<file path="config.mk">
export PLATFORM = sky130hd
export DESIGN_NAME = sccr_top
export DESIGN_NICKNAME = d
export VERILOG_FILES = /design/src/sccr_pkg.sv /design/src/sccr_top.sv
export SDC_FILE = /design/constraint.sdc
export NUM_CORES = 1
export LEC_CHECK = 0
export CAP_MARGIN = 5
export CORE_MARGIN = 2
export CORE_UTILIZATION = 52
export DETAILED_ROUTE_END_ITERATION = 10
export DONT_BUFFER_PORTS = 1
export PLACE_DENSITY = 0.67
export REMOVE_ABC_BUFFERS = 1
export SYNTH_ARGS = -nofsm -noshare
export SYNTH_HDL_FRONTEND = slang
export SYNTH_SLANG_ARGS = --single-unit
</file>
<file path="constraint.sdc">
create_clock -name clock_i -period 1.8 [get_ports clock_i]
set_input_delay 0 -clock clock_i [delete_from_list [all_inputs] [get_ports clock_i]]
set_output_delay 0 -clock clock_i [all_outputs]
set_load 0.01 [all_outputs]
</file>
<file path="src/sccr_pkg.sv">
package sccr_pkg;
  localparam logic [7:0]  SCCR_OFFSET      = 8'h1C;
  localparam int          SCCR_USB_CLK_BIT = 3;
  localparam int          SCCR_DEEP_BIT    = 4;
  localparam int          SCCR_LEGACY_BIT  = 5;
  localparam int          SCCR_XTAL_BIT    = 6;
  localparam logic [7:0]  SCCR_FUNC_MASK   = 8'h78;
  localparam logic [7:0]  SCCR_RESET       = 8'h00;
  localparam logic [1:0]  SCCR_RESP_OKAY   = 2'h0;
  localparam logic [1:0]  SCCR_RESP_SLVERR = 2'h2;

  typedef struct packed {
    logic crystal_frequency_select;
    logic legacy_port_mode_flag;
    logic deep_suspend_power_down;
    logic usb_clock_enable;
  } sccr_ctrl_t;
endpackage

</file>
<file path="src/sccr_top.sv">
// The AXI4-Lite register port is this design's own decision.
`timescale 1ns/1ps
module sccr_top
  import sccr_pkg::*;
(
  input  wire logic        clock_i,
  input  wire logic        srst_i,
  input  wire logic [7:0]  s_axi_awaddr_i,
  input  wire logic        s_axi_awvalid_i,
  output logic             s_axi_awready_o,
  input  wire logic [31:0] s_axi_wdata_i,
  input  wire logic [3:0]  s_axi_wstrb_i,
  input  wire logic        s_axi_wvalid_i,
  output logic             s_axi_wready_o,
  output logic [1:0]       s_axi_bresp_o,
  output logic             s_axi_bvalid_o,
  input  wire logic        s_axi_bready_i,
  input  wire logic [7:0]  s_axi_araddr_i,
  input  wire logic        s_axi_arvalid_i,
  output logic             s_axi_arready_o,
  output logic [31:0]      s_axi_rdata_o,
  output logic [1:0]       s_axi_rresp_o,
  output logic             s_axi_rvalid_o,
  input  wire logic        s_axi_rready_i,
  output logic             usb_clock_enable_o,
  output logic             deep_suspend_power_down_o,
  output logic             legacy_port_mode_flag_o,
  output logic             crystal_frequency_select_o,
  output logic             suspend_detect_ready_o
);

  sccr_ctrl_t ctrl;
  logic       aw_held;
  logic       w_held;
  logic [7:0] aw_addr;
  logic [7:0] w_byte;
  logic       w_lane0;

  function automatic logic addr_hit(input logic [7:0] a);
    addr_hit = (a[7:2] == SCCR_OFFSET[7:2]);
  endfunction

  function automatic logic [7:0] pack_reg(input sccr_ctrl_t c);
    logic [7:0] r;
    r = 8'h00;
    r[SCCR_USB_CLK_BIT] = c.usb_clock_enable;
    r[SCCR_DEEP_BIT]    = c.deep_suspend_power_down;
    r[SCCR_LEGACY_BIT]  = c.legacy_port_mode_flag;
    r[SCCR_XTAL_BIT]    = c.crystal_frequency_select;
    pack_reg = r;
  endfunction

  // address and data are latched independently, in either order
  assign s_axi_awready_o = !aw_held && !s_axi_bvalid_o;
  assign s_axi_wready_o  = !w_held && !s_axi_bvalid_o;
  assign s_axi_arready_o = !s_axi_rvalid_o;

  logic       aw_now;
  logic       w_now;
  logic       wr_go;
  logic       wr_hit;
  logic [7:0] eff_addr;
  logic [7:0] eff_data;
  logic       eff_lane0;
  assign aw_now    = aw_held || (s_axi_awvalid_i && s_axi_awready_o);
  assign w_now     = w_held || (s_axi_wvalid_i && s_axi_wready_o);
  assign wr_go     = aw_now && w_now && !s_axi_bvalid_o;
  assign eff_addr  = aw_held ? aw_addr : s_axi_awaddr_i;
  assign eff_data  = w_held ? w_byte : s_axi_wdata_i[7:0];
  assign eff_lane0 = w_held ? w_lane0 : s_axi_wstrb_i[0];
  // a write touches the bits only with a mapped address and low lane on
  assign wr_hit    = wr_go && addr_hit(eff_addr) && eff_lane0;

  always_ff @(posedge clock_i) begin
    if (srst_i || wr_go) begin
      aw_held <= 1'b0;
      aw_addr <= 8'h00;
    end else if (s_axi_awvalid_i && s_axi_awready_o) begin
      aw_held <= 1'b1;
      aw_addr <= s_axi_awaddr_i;
    end
  end

  always_ff @(posedge clock_i) begin
    if (srst_i || wr_go) begin
      w_held  <= 1'b0;
      w_byte  <= 8'h00;
      w_lane0 <= 1'b0;
    end else if (s_axi_wvalid_i && s_axi_wready_o) begin
      w_held  <= 1'b1;
      w_byte  <= s_axi_wdata_i[7:0];
      w_lane0 <= s_axi_wstrb_i[0];
    end
  end

  // one write updates all four control bits together; unused bits drop
  always_ff @(posedge clock_i) begin
    if (srst_i) begin
      ctrl.usb_clock_enable         <= SCCR_RESET[SCCR_USB_CLK_BIT];
      ctrl.deep_suspend_power_down  <= SCCR_RESET[SCCR_DEEP_BIT];
      ctrl.legacy_port_mode_flag    <= SCCR_RESET[SCCR_LEGACY_BIT];
      ctrl.crystal_frequency_select <= SCCR_RESET[SCCR_XTAL_BIT];
    end else if (wr_hit) begin
      ctrl.usb_clock_enable         <= eff_data[SCCR_USB_CLK_BIT];
      ctrl.deep_suspend_power_down  <= eff_data[SCCR_DEEP_BIT];
      ctrl.legacy_port_mode_flag    <= eff_data[SCCR_LEGACY_BIT];
      ctrl.crystal_frequency_select <= eff_data[SCCR_XTAL_BIT];
    end
  end

  always_ff @(posedge clock_i) begin
    if (srst_i) begin
      s_axi_bvalid_o <= 1'b0;
      s_axi_bresp_o  <= SCCR_RESP_OKAY;
    end else if (wr_go) begin
      s_axi_bvalid_o <= 1'b1;
      s_axi_bresp_o  <= addr_hit(eff_addr) ? SCCR_RESP_OKAY
                                           : SCCR_RESP_SLVERR;
    end else if (s_axi_bready_i) begin
      s_axi_bvalid_o <= 1'b0;
    end
  end

  // reads have no side effect on the control bits
  always_ff @(posedge clock_i) begin
    if (srst_i) begin
      s_axi_rvalid_o <= 1'b0;
      s_axi_rdata_o  <= 32'h0000_0000;
      s_axi_rresp_o  <= SCCR_RESP_OKAY;
    end else if (s_axi_arvalid_i && s_axi_arready_o) begin
      s_axi_rvalid_o <= 1'b1;
      if (addr_hit(s_axi_araddr_i)) begin
        s_axi_rdata_o <= {24'h00_0000, pack_reg(ctrl)};
        s_axi_rresp_o <= SCCR_RESP_OKAY;
      end else begin
        s_axi_rdata_o <= 32'h0000_0000;
        s_axi_rresp_o <= SCCR_RESP_SLVERR;
      end
    end else if (s_axi_rready_i) begin
      s_axi_rvalid_o <= 1'b0;
    end
  end

  assign usb_clock_enable_o         = ctrl.usb_clock_enable;
  assign deep_suspend_power_down_o  = ctrl.deep_suspend_power_down;
  assign legacy_port_mode_flag_o    = ctrl.legacy_port_mode_flag;
  assign crystal_frequency_select_o = ctrl.crystal_frequency_select;

  // registered with the bits so the indicator is a clean flop output
  always_ff @(posedge clock_i) begin
    if (srst_i) begin
      suspend_detect_ready_o <= SCCR_RESET[SCCR_USB_CLK_BIT] &&
                                !SCCR_RESET[SCCR_DEEP_BIT];
    end else if (wr_hit) begin
      suspend_detect_ready_o <= eff_data[SCCR_USB_CLK_BIT] &&
                                !eff_data[SCCR_DEEP_BIT];
    end
  end

  a_reset_clears: assert property (@(posedge clock_i)
    srst_i |=> (pack_reg(ctrl) == SCCR_RESET))
    else $error("control bits not cleared by reset");
  a_ready_reset: assert property (@(posedge clock_i)
    srst_i |=> s_axi_awready_o && s_axi_wready_o && s_axi_arready_o &&
    !s_axi_bvalid_o && !s_axi_rvalid_o)
    else $error("bus not idle after reset");
  a_write_usb_clk: assert property (@(posedge clock_i)
    disable iff (srst_i)
    wr_hit |=> usb_clock_enable_o == $past(eff_data[SCCR_USB_CLK_BIT]))
    else $error("usb clock enable not written");
  a_write_deep: assert property (@(posedge clock_i)
    disable iff (srst_i)
    wr_hit |=> deep_suspend_power_down_o == $past(eff_data[SCCR_DEEP_BIT]))
    else $error("deep suspend bit not written");
  a_legacy_stable: assert property (@(posedge clock_i)
    disable iff (srst_i)
    !wr_hit |=> $stable(legacy_port_mode_flag_o))
    else $error("legacy flag changed without a write");
  a_write_legacy: assert property (@(posedge clock_i)
    disable iff (srst_i)
    wr_hit |=> legacy_port_mode_flag_o == $past(eff_data[SCCR_LEGACY_BIT]))
    else $error("legacy flag not written");
  a_write_xtal: assert property (@(posedge clock_i)
    disable iff (srst_i)
    wr_hit |=> crystal_frequency_select_o == $past(eff_data[SCCR_XTAL_BIT]))
    else $error("crystal select not written");
  a_miss_keeps: assert property (@(posedge clock_i)
    disable iff (srst_i)
    wr_go && !addr_hit(eff_addr) |=> $stable(ctrl))
    else $error("unmapped write changed control bits");
  a_strobe_keeps: assert property (@(posedge clock_i)
    disable iff (srst_i)
    wr_go && !eff_lane0 |=> $stable(ctrl))
    else $error("write without low byte lane changed control bits");
  a_write_resp: assert property (@(posedge clock_i)
    disable iff (srst_i)
    wr_go |=> s_axi_bvalid_o && s_axi_bresp_o ==
    ($past(addr_hit(eff_addr)) ? SCCR_RESP_OKAY : SCCR_RESP_SLVERR))
    else $error("write response wrong");
  a_read_value: assert property (@(posedge clock_i)
    disable iff (srst_i)
    s_axi_arvalid_i && s_axi_arready_o && addr_hit(s_axi_araddr_i) |=>
    s_axi_rvalid_o && s_axi_rdata_o[7:0] == $past(pack_reg(ctrl)))
    else $error("read data does not match register");
  a_read_miss: assert property (@(posedge clock_i)
    disable iff (srst_i)
    s_axi_arvalid_i && s_axi_arready_o && !addr_hit(s_axi_araddr_i) |=>
    s_axi_rvalid_o && s_axi_rresp_o == SCCR_RESP_SLVERR &&
    s_axi_rdata_o == 32'h0000_0000)
    else $error("unmapped read answered wrongly");
  a_read_no_effect: assert property (@(posedge clock_i)
    disable iff (srst_i)
    s_axi_rvalid_o && !wr_go |=> $stable(ctrl))
    else $error("read disturbed control bits");
  a_unused_zero: assert property (@(posedge clock_i)
    disable iff (srst_i)
    s_axi_rvalid_o |-> (s_axi_rdata_o[7:0] & ~SCCR_FUNC_MASK) == 8'h00)
    else $error("unused bits read nonzero");
  a_detect_ready: assert property (@(posedge clock_i)
    disable iff (srst_i)
    suspend_detect_ready_o |-> usb_clock_enable_o &&
    !deep_suspend_power_down_o)
    else $error("suspend detect ready wrong");
  a_detect_set: assert property (@(posedge clock_i)
    disable iff (srst_i)
    wr_hit |=> suspend_detect_ready_o ==
    ($past(eff_data[SCCR_USB_CLK_BIT]) && !$past(eff_data[SCCR_DEEP_BIT])))
    else $error("suspend detect ready not updated");

  c_write_hit: cover property (@(posedge clock_i)
    wr_go && addr_hit(eff_addr));
  c_write_miss: cover property (@(posedge clock_i)
    wr_go && !addr_hit(eff_addr));
  c_read_hit: cover property (@(posedge clock_i)
    s_axi_rvalid_o && s_axi_rresp_o == SCCR_RESP_OKAY);
  c_read_miss: cover property (@(posedge clock_i)
    s_axi_rvalid_o && s_axi_rresp_o == SCCR_RESP_SLVERR);
  c_detect: cover property (@(posedge clock_i) suspend_detect_ready_o);
endmodule
</file>
==> results of run 1 <==
## where the power goes
| part | total (uW) | internal (uW) | switching [uW] |
|---|---|---|---|
| Combinational | 197 | 82.6 | 114 |
| Clock | 292 | 124 | 169 |
| Sequential | 634 | 605 | 28.2 |
## synthesized netlist by cell type
cell,n
a21oi_1,5
dfxtp_1,26
nor2_1,30
a22oi_1,4
conb_1,1
nand3b_1,1
mux2_4,5
nand2_1,1
nor2b_1,5
buf_2,1
and4b_1,1
o221ai_1,1
nor4b_2,1
a32oi_1,1
inv_1,3
clkbuf_1,3
nand4bb_1,1
nand3_2,1
and2_1,1
buf_4,31
a211o_4,1
nand2b_1,4
nor3_1,1
nor3b_1,1
nand4_1,1
nor3b_2,1
mux2i_1,15
## final cells by class
class | count | share of cell area [%]
Inverter | 3 | 0.7634
Timing Repair Buffer | 18 | 12.04
Sequential cell | 26 | 35.28
Tap cell | 30 | 2.545
Clock buffer | 4 | 2.460
Multi-Input combinational cell | 112 | 46.90
## routing by layer
layer  GRT usage [%]  part of all wire [%]
met1           20.64                    43
met2           27.38                    48
met3           3.044                   9.0
met4           3.136                     0
met5               0                     0
## worst max-delay path, delay by kind of cell (launching register included)
family | cells | cell delay [ns]
muxes | 1 | 0.25
and+or+nand+nor | 3 | 0.75
DFF | 1 | 0.42
## metrics by stage
step | setup WS (ns) | power, uW | util [%] | cell area [um^2] | hold WS [ns]
finish | 0.2738 | 1123 | 59.55 | 1475 | 0.01682
global route | 0.1623 | 1189 | 59.55 | 1475 | 0.01957
CTS | 0.2663 | 1134 | 59.55 | 1475 | 0.01464
detailed placement | 0.2825 | 807.5 | 51.21 | 1269 | 0.07511
global placement | 0.2994 | 799.7 | 51.21 | 1269 | 0.07200
floorplan | 0.2354 | 778.3 | - | 1224 | 0.06907
## logic make-up (layout without fill, tap and decap cells)
kind of cell	after synthesis	count (layout)	share of synthesized area [%]
other	1	30	0.2750
flip-flops	26	26	38.17
multiplexers	20	20	16.51
AND/OR/NAND/NOR	50	50	19.36
AO/OA/AOI/OAI	12	12	6.606
buffers and inverters	38	25	19.08
## worst max path at each step
stage                         startpoint                    endpoint  slack (ns)  depth (start not counted)
after floorplan                   w_held  crystal_frequency_select_o        0.24                          3
after global placement           aw_held      suspend_detect_ready_o        0.30                          4
after detailed placement  s_axi_bvalid_o                  aw_addr[4]        0.28                          4
after CTS                 s_axi_bvalid_o                  aw_addr[4]        0.27                          4
after global routing      s_axi_bvalid_o                  aw_addr[2]        0.16                          4
final                     s_axi_bvalid_o                  aw_addr[4]        0.27                          4
==> results.ini, run 1 <==
[die]
core_area_um2=2477
die_y_um=55.21
dieArea_um2=3048
rows=18
die_w_um=55.21
io_pins=105
start_util_pct=55.05

[status]
status=completed

[logic_synthesis]
syn_inst=147
ys_seq_area_share_pct=38.17
syn_avg_cell_area_um2=9.278
yosys-top-cells-area=dfxtp_1 (38%), buf_4 (17%), mux2i_1 (11%), nor2_1 (8.3%), mux2_4 (5.5%)
yosysWarningCount=0
synth_area_leader_cell=dfxtp_1
synth_area_um2=1364
synth_seq_cells=26
synth_top_cell_area_share_pct=38.17
synth_cell_type_count=27

[setup_path]
cp.arrival_ns=1.74
ff2ff_setup_slack_ns=0.27
crit_path_top_delay_cell=dfxtp_1
required_ns=2.01
critical_path.max_stage_delay_ns=0.42
crit_type=reg -> reg
cpMostUsedCell=nor2_1
worstSetupEndpointType=flop
r2r_end=aw_addr[4]
worstPathCellList=nor2_1 -> and2_1 -> mux2i_1 -> nor2_1
setup.worst_path.start_class=flop
r2r-start=s_axi_bvalid_o
reg2reg_depth=4
path_max_fanout=7

[final_layout]
final_nets=223
antenna_cells=0
largest_reg_flops=6
multiInputGateArea_um2=691.9
nFillCells=224
final_cell_mix=nor2_1 (30), conb_1 (30), dfxtp_1 (26), dlygate4sd3_1 (17), mux2i_1 (15)
layoutNonFillerInstCount=193
largest_registers=aw_addr (6), s_axi_rdata_o (4), w_byte (4)
regMostFlops=aw_addr
area_growth_pct=8.165
drive_gt1_share_pct=8.589
layout.area.seq_um2=520.5

[clock_tree]
cts_sinks=26
cts-hold-fix-buffers=17
cts.clk_slew.worst_paths_ns=0.14
htreeDepth=1
postCtsSetupBuffers=0
cts_resized=0
cts-root-buf=clkbuf_4
cts_tree=done
numCtsBuffers=3
clock_latency_ns=0.32
clk_path_buf_depth=2

[global_routing]
grt_overflow_total=0
grt_use_total_pct=15.87
grt_pass1_wl_um=3974
grt_pass1_vias=847
grt_max_degree=19
antenna_found_initial=0

[sta]
fmax_mhz=655.2
period_needed_ns=1.526
finalClockSkew_ns=0.006274
worst_pin_slew_ns=0.6038
rsz0062_at_grt=no
finalSetupTns_ns=0
slew_headroom_pct=59.61
final-hold-violation-count=0
slew_viol_final=0
fin_crit_sh_pct=84.79
finalSetupViolCount=0

[flow_run]
cap_viol_max_count=0

[route]
dr_total_vias=937
initialDrtViolationCount=11
via_per_inst=4.855
ant_nets=0
wl_per_cell_um=12.59
drc_errors=0
drt-total-wl_um=2430
firstDrtPassIters=4

[place]
dp_cells=172
port_buffers=0
post-dp-hpwl_um=1769
gp_congestion=0.7865

[pwr]
p_per_area_nw_per_um2=761.0
vdd_drop_max_v=0.0005020
leakagePower_uw=0.0006259

[min_path]
min_to=crystal_frequency_select_o
worst_hold_startpoint=s_axi_wdata_i[6]
hold_class=in -> reg
holdPathStages=3

(Power assumes the default switching activity.)
==> run 2, diff against run 1 <==
Settings changed: ABC_AREA set to 1.
Clock period 1.8 ns to 1.5 ns, I/O delays scaled along.
==> run 2 against run 1 <==
  * Via count up 26%
  * Clock-buffer cell count shrank 1
  * Area after synthesis is 4.3% higher
  * Cell area rose by 7.0%
  * Hold slack better by 0.014 ns
  * Synthesized cell count increased by 37%
  * Utilization is 2.5 points higher
  * Critical path depth rose by 2
  * Cell count up 30%
  * First-iteration DRC count is 130% higher
  * Clock skew increased by 0.0016 ns
  * Critical endpoint is now s_axi_rdata_o[3]
  * Highest routed layer is now met4
==> results.ini, run 2 <==
[status]
status=completed

[setup_path]
cpMostUsedCell=dlygate4sd3_1
setup.worst_path.start_class=input port
crit_type=in -> reg
cp.arrival_ns=1.68  ; -0.06 ns
ff2ff_setup_slack_ns=0.14  ; -0.13 ns
path_max_fanout=5  ; -2
critical_path.max_stage_delay_ns=0.56  ; +0.14 ns
r2r_end=aw_addr[7]
crit_path_top_delay_cell=dlygate4sd3_1
required_ns=1.77  ; -0.24 ns
cp.buffers_inverters=2  ; +2
worstPathCellList=dlygate4sd3_1 -> nand4_1 -> dlygate4sd3_1 -> nor2_1 -> nand2_1 -> a21oi_1
reg2reg_depth=5  ; +1
r2r-start=s_axi_bvalid_o
critPathTopFamily=buffers and inverters
worstSetupEndpointType=flop

[route]
initialDrtViolationCount=25  ; +14
firstDrtPassIters=4  ; unchanged
drc_errors=0  ; unchanged
wl_per_cell_um=11.01  ; -13%
drt-total-wl_um=2763  ; +14%
via_per_inst=4.717  ; -2.8%
dr_total_vias=1184  ; +26%
ant_nets=0  ; unchanged

[die]
core_area_um2=2545  ; +2.7%
die_w_um=56.31  ; +2.0%
io_pins=105  ; unchanged
rows=18  ; unchanged
die_y_um=56.31  ; +2.0%
start_util_pct=55.90  ; +0.85 points
dieArea_um2=3170  ; +4.0%

[logic_synthesis]
synth_cell_type_count=21  ; -22%
ys.flop_type=dfxtp_1
synth_compound_area_share_pct=11.17  ; +4.6 points
ys_seq_area_share_pct=36.59  ; -1.6 points
synthAdderAreaFrac_pct=0  ; unchanged
synth_simple_gate_area_share_pct=28.23  ; +8.9 points
synth_area_leader_cell=dfxtp_1
synth_area_um2=1423  ; +4.3%
synth_edf_count=0  ; unchanged
synth_common_cells=nand2_1 (44), buf_4 (30), dfxtp_1 (26), inv_1 (24), a21oi_1 (18)
syn_avg_cell_area_um2=7.078  ; -24%
synth_xor_xnor_area_share_pct=0  ; unchanged
yosys-top-cells-area=dfxtp_1 (37%), buf_4 (16%), nand2_1 (12%), a21oi_1 (6.3%), inv_1 (6.3%)
ys_async_sr_fraction_pct=0  ; unchanged
synth_top_cell_area_share_pct=36.59  ; -1.6 points
muxShareOfSynthArea_pct=0  ; -17 points
synth_top_family_by_area=simple AND/OR/NAND/NOR gates
synth.most_common_cell=nand2_1
synth_seq_cells=26  ; unchanged
yosysWarningCount=0  ; unchanged
syn_inst=201  ; +37%

[final_layout]
drive_gt1_share_pct=8.597  ; about the same
regMostFlops=aw_addr
layoutNonFillerInstCount=251  ; +30%
antenna_cells=0  ; unchanged
largest_registers=aw_addr (6), s_axi_rdata_o (4), w_byte (4)
nFillCells=242  ; +8.0%
area_growth_pct=10.99
final_area_um2=1579  ; +7.0%
final_cell_mix=nand2_1 (44), conb_1 (30), dfxtp_1 (26), inv_1 (24), dlygate4sd3_1 (19)
layout_commonest_cell=nand2_1
largest_reg_flops=6  ; unchanged
final_nets=281  ; +26%

[clock_tree]
cts-root-buf=clkbuf_4
cts-hold-fix-buffers=19  ; +2
cts_tree=done
postCtsSetupBuffers=0  ; unchanged
numCtsBuffers=3  ; unchanged
clk_path_buf_depth=2  ; unchanged
cts_sinks=26  ; unchanged
cts_resized=0  ; unchanged
clock_latency_ns=0.32  ; about the same
cts.clk_slew.worst_paths_ns=0.14  ; about the same
htreeDepth=1  ; unchanged

[sta]
finalClockSkew_ns=0.007849  ; +0.001575 ns
finalSetupViolCount=0  ; unchanged
period_needed_ns=1.410
slew_viol_final=0  ; unchanged
rsz0062_at_grt=no
final-hold-violation-count=0  ; unchanged
fmax_mhz=709.3
fin_crit_sh_pct=93.99
finalSetupTns_ns=0  ; unchanged

[global_routing]
grt_overflow_total=0  ; unchanged
grt_pass1_vias=1144  ; +35%
grt_pass1_wl_um=4726  ; +19%
antenna_found_initial=0  ; unchanged
grt_use_total_pct=18.69  ; +2.8 points
grt_max_degree=16  ; -3

[flow_run]
cap_viol_max_count=0  ; unchanged

[pwr]
p_per_area_nw_per_um2=966.3  ; +27%
vdd_drop_max_v=0.0006801  ; +35%
leakagePower_uw=0.0006993  ; +12%

[place]
post-dp-hpwl_um=1993  ; +13%
dpl_cell_area_um2=1336  ; +5.3%
dp_cells=228  ; +33%
gp_congestion=0.7347  ; -6.6%
port_buffers=0  ; unchanged

[min_path]
min_to=w_held
holdPathStages=3  ; unchanged
worst_hold_startpoint=s_axi_wvalid_i
hold_class=in -> reg

==> run 2: cell count changes after synthesis, moves of 3 or more <==
cell	delta
a21oi_1	+13
a22oi_1	-4
clkbuf_1	-3
inv_1	+21
mux2_4	-5
mux2i_1	-15
nand2_1	+43
nand2b_1	-4
nand3_1	+12
nand4_1	+5
nor2_1	-14
nor2_2	+6
nor2b_1	-5
o21ai_0	+4
==> run 2: worst max-delay path by stage <==
stage	from	endpoint	slack [ns]	depth (start not counted)
finish	s_axi_araddr_i[3]	s_axi_rdata_o[3]	0.09	6
detailed placement	s_axi_bvalid_o	aw_addr[7]	0.18	5
CTS	s_axi_araddr_i[3]	s_axi_rdata_o[5]	0.11	6
global placement	s_axi_bvalid_o	aw_addr[4]	0.22	5
global route	s_axi_araddr_i[3]	s_axi_rdata_o[3]	0.02	6
floorplan	s_axi_bvalid_o	w_held	0.31	5
==> run 2: routing by layer <==
metal	up-vias	part of all wire [%]	global-route usage (%)
li1	611	-	-
met1	515	40	21.94
met2	54	51	33.61
met3	4	7.1	3.456
met4	0	1.2	6.803
met5	-	0	0
==> run 2: metrics by stage <==
stage	hold slack, ns	total power, uW	setup WS (ns)	util [%]
floorplan	0.06907	969.1	0.3100	-
global placement	0.06992	1005	0.2213	52.51
detailed placement	0.07228	1015	0.1785	52.51
CTS	0.02102	1536	0.1084	62.05
global route	0.03283	1606	0.01934	62.05
finish	0.03105	1526	0.09011	62.05
==> run 2: final cells by class <==
class                      count  area (um^2)  area share [%]
timing repair buffer          20        197.7           12.52
multi-input combinational    145        673.1           42.63
clock inverter                 1        30.03           1.902
clock buffer                   3        22.52           1.426
tap                           30        37.54           2.377
sequential                    26        520.5           32.96
inverter                      26        97.59           6.181
==> run 2: cell families (layout without fill, tap and decap cells) <==
logic type	after synthesis	after routing
AOI/OAI and AO/OA	27	27
buffers and inverters	59	50
DFF	26	26
other	1	30
and+or+nand+nor	88	88
==> run 2: power breakdown <==
part | switching [uW] | internal, uW
sequential | 40.8 | 729
combinational | 184 | 95.3
clock | 207 | 270
==> run 2: worst reg2reg max path, stage by stage (launching register included) <==
cell	delay [ns]
dfxtp_1	0.52
inv_2	0.12
a21oi_4	0.20
o21ai_2	0.14
buf_4	0.20
a21oi_1	0.12
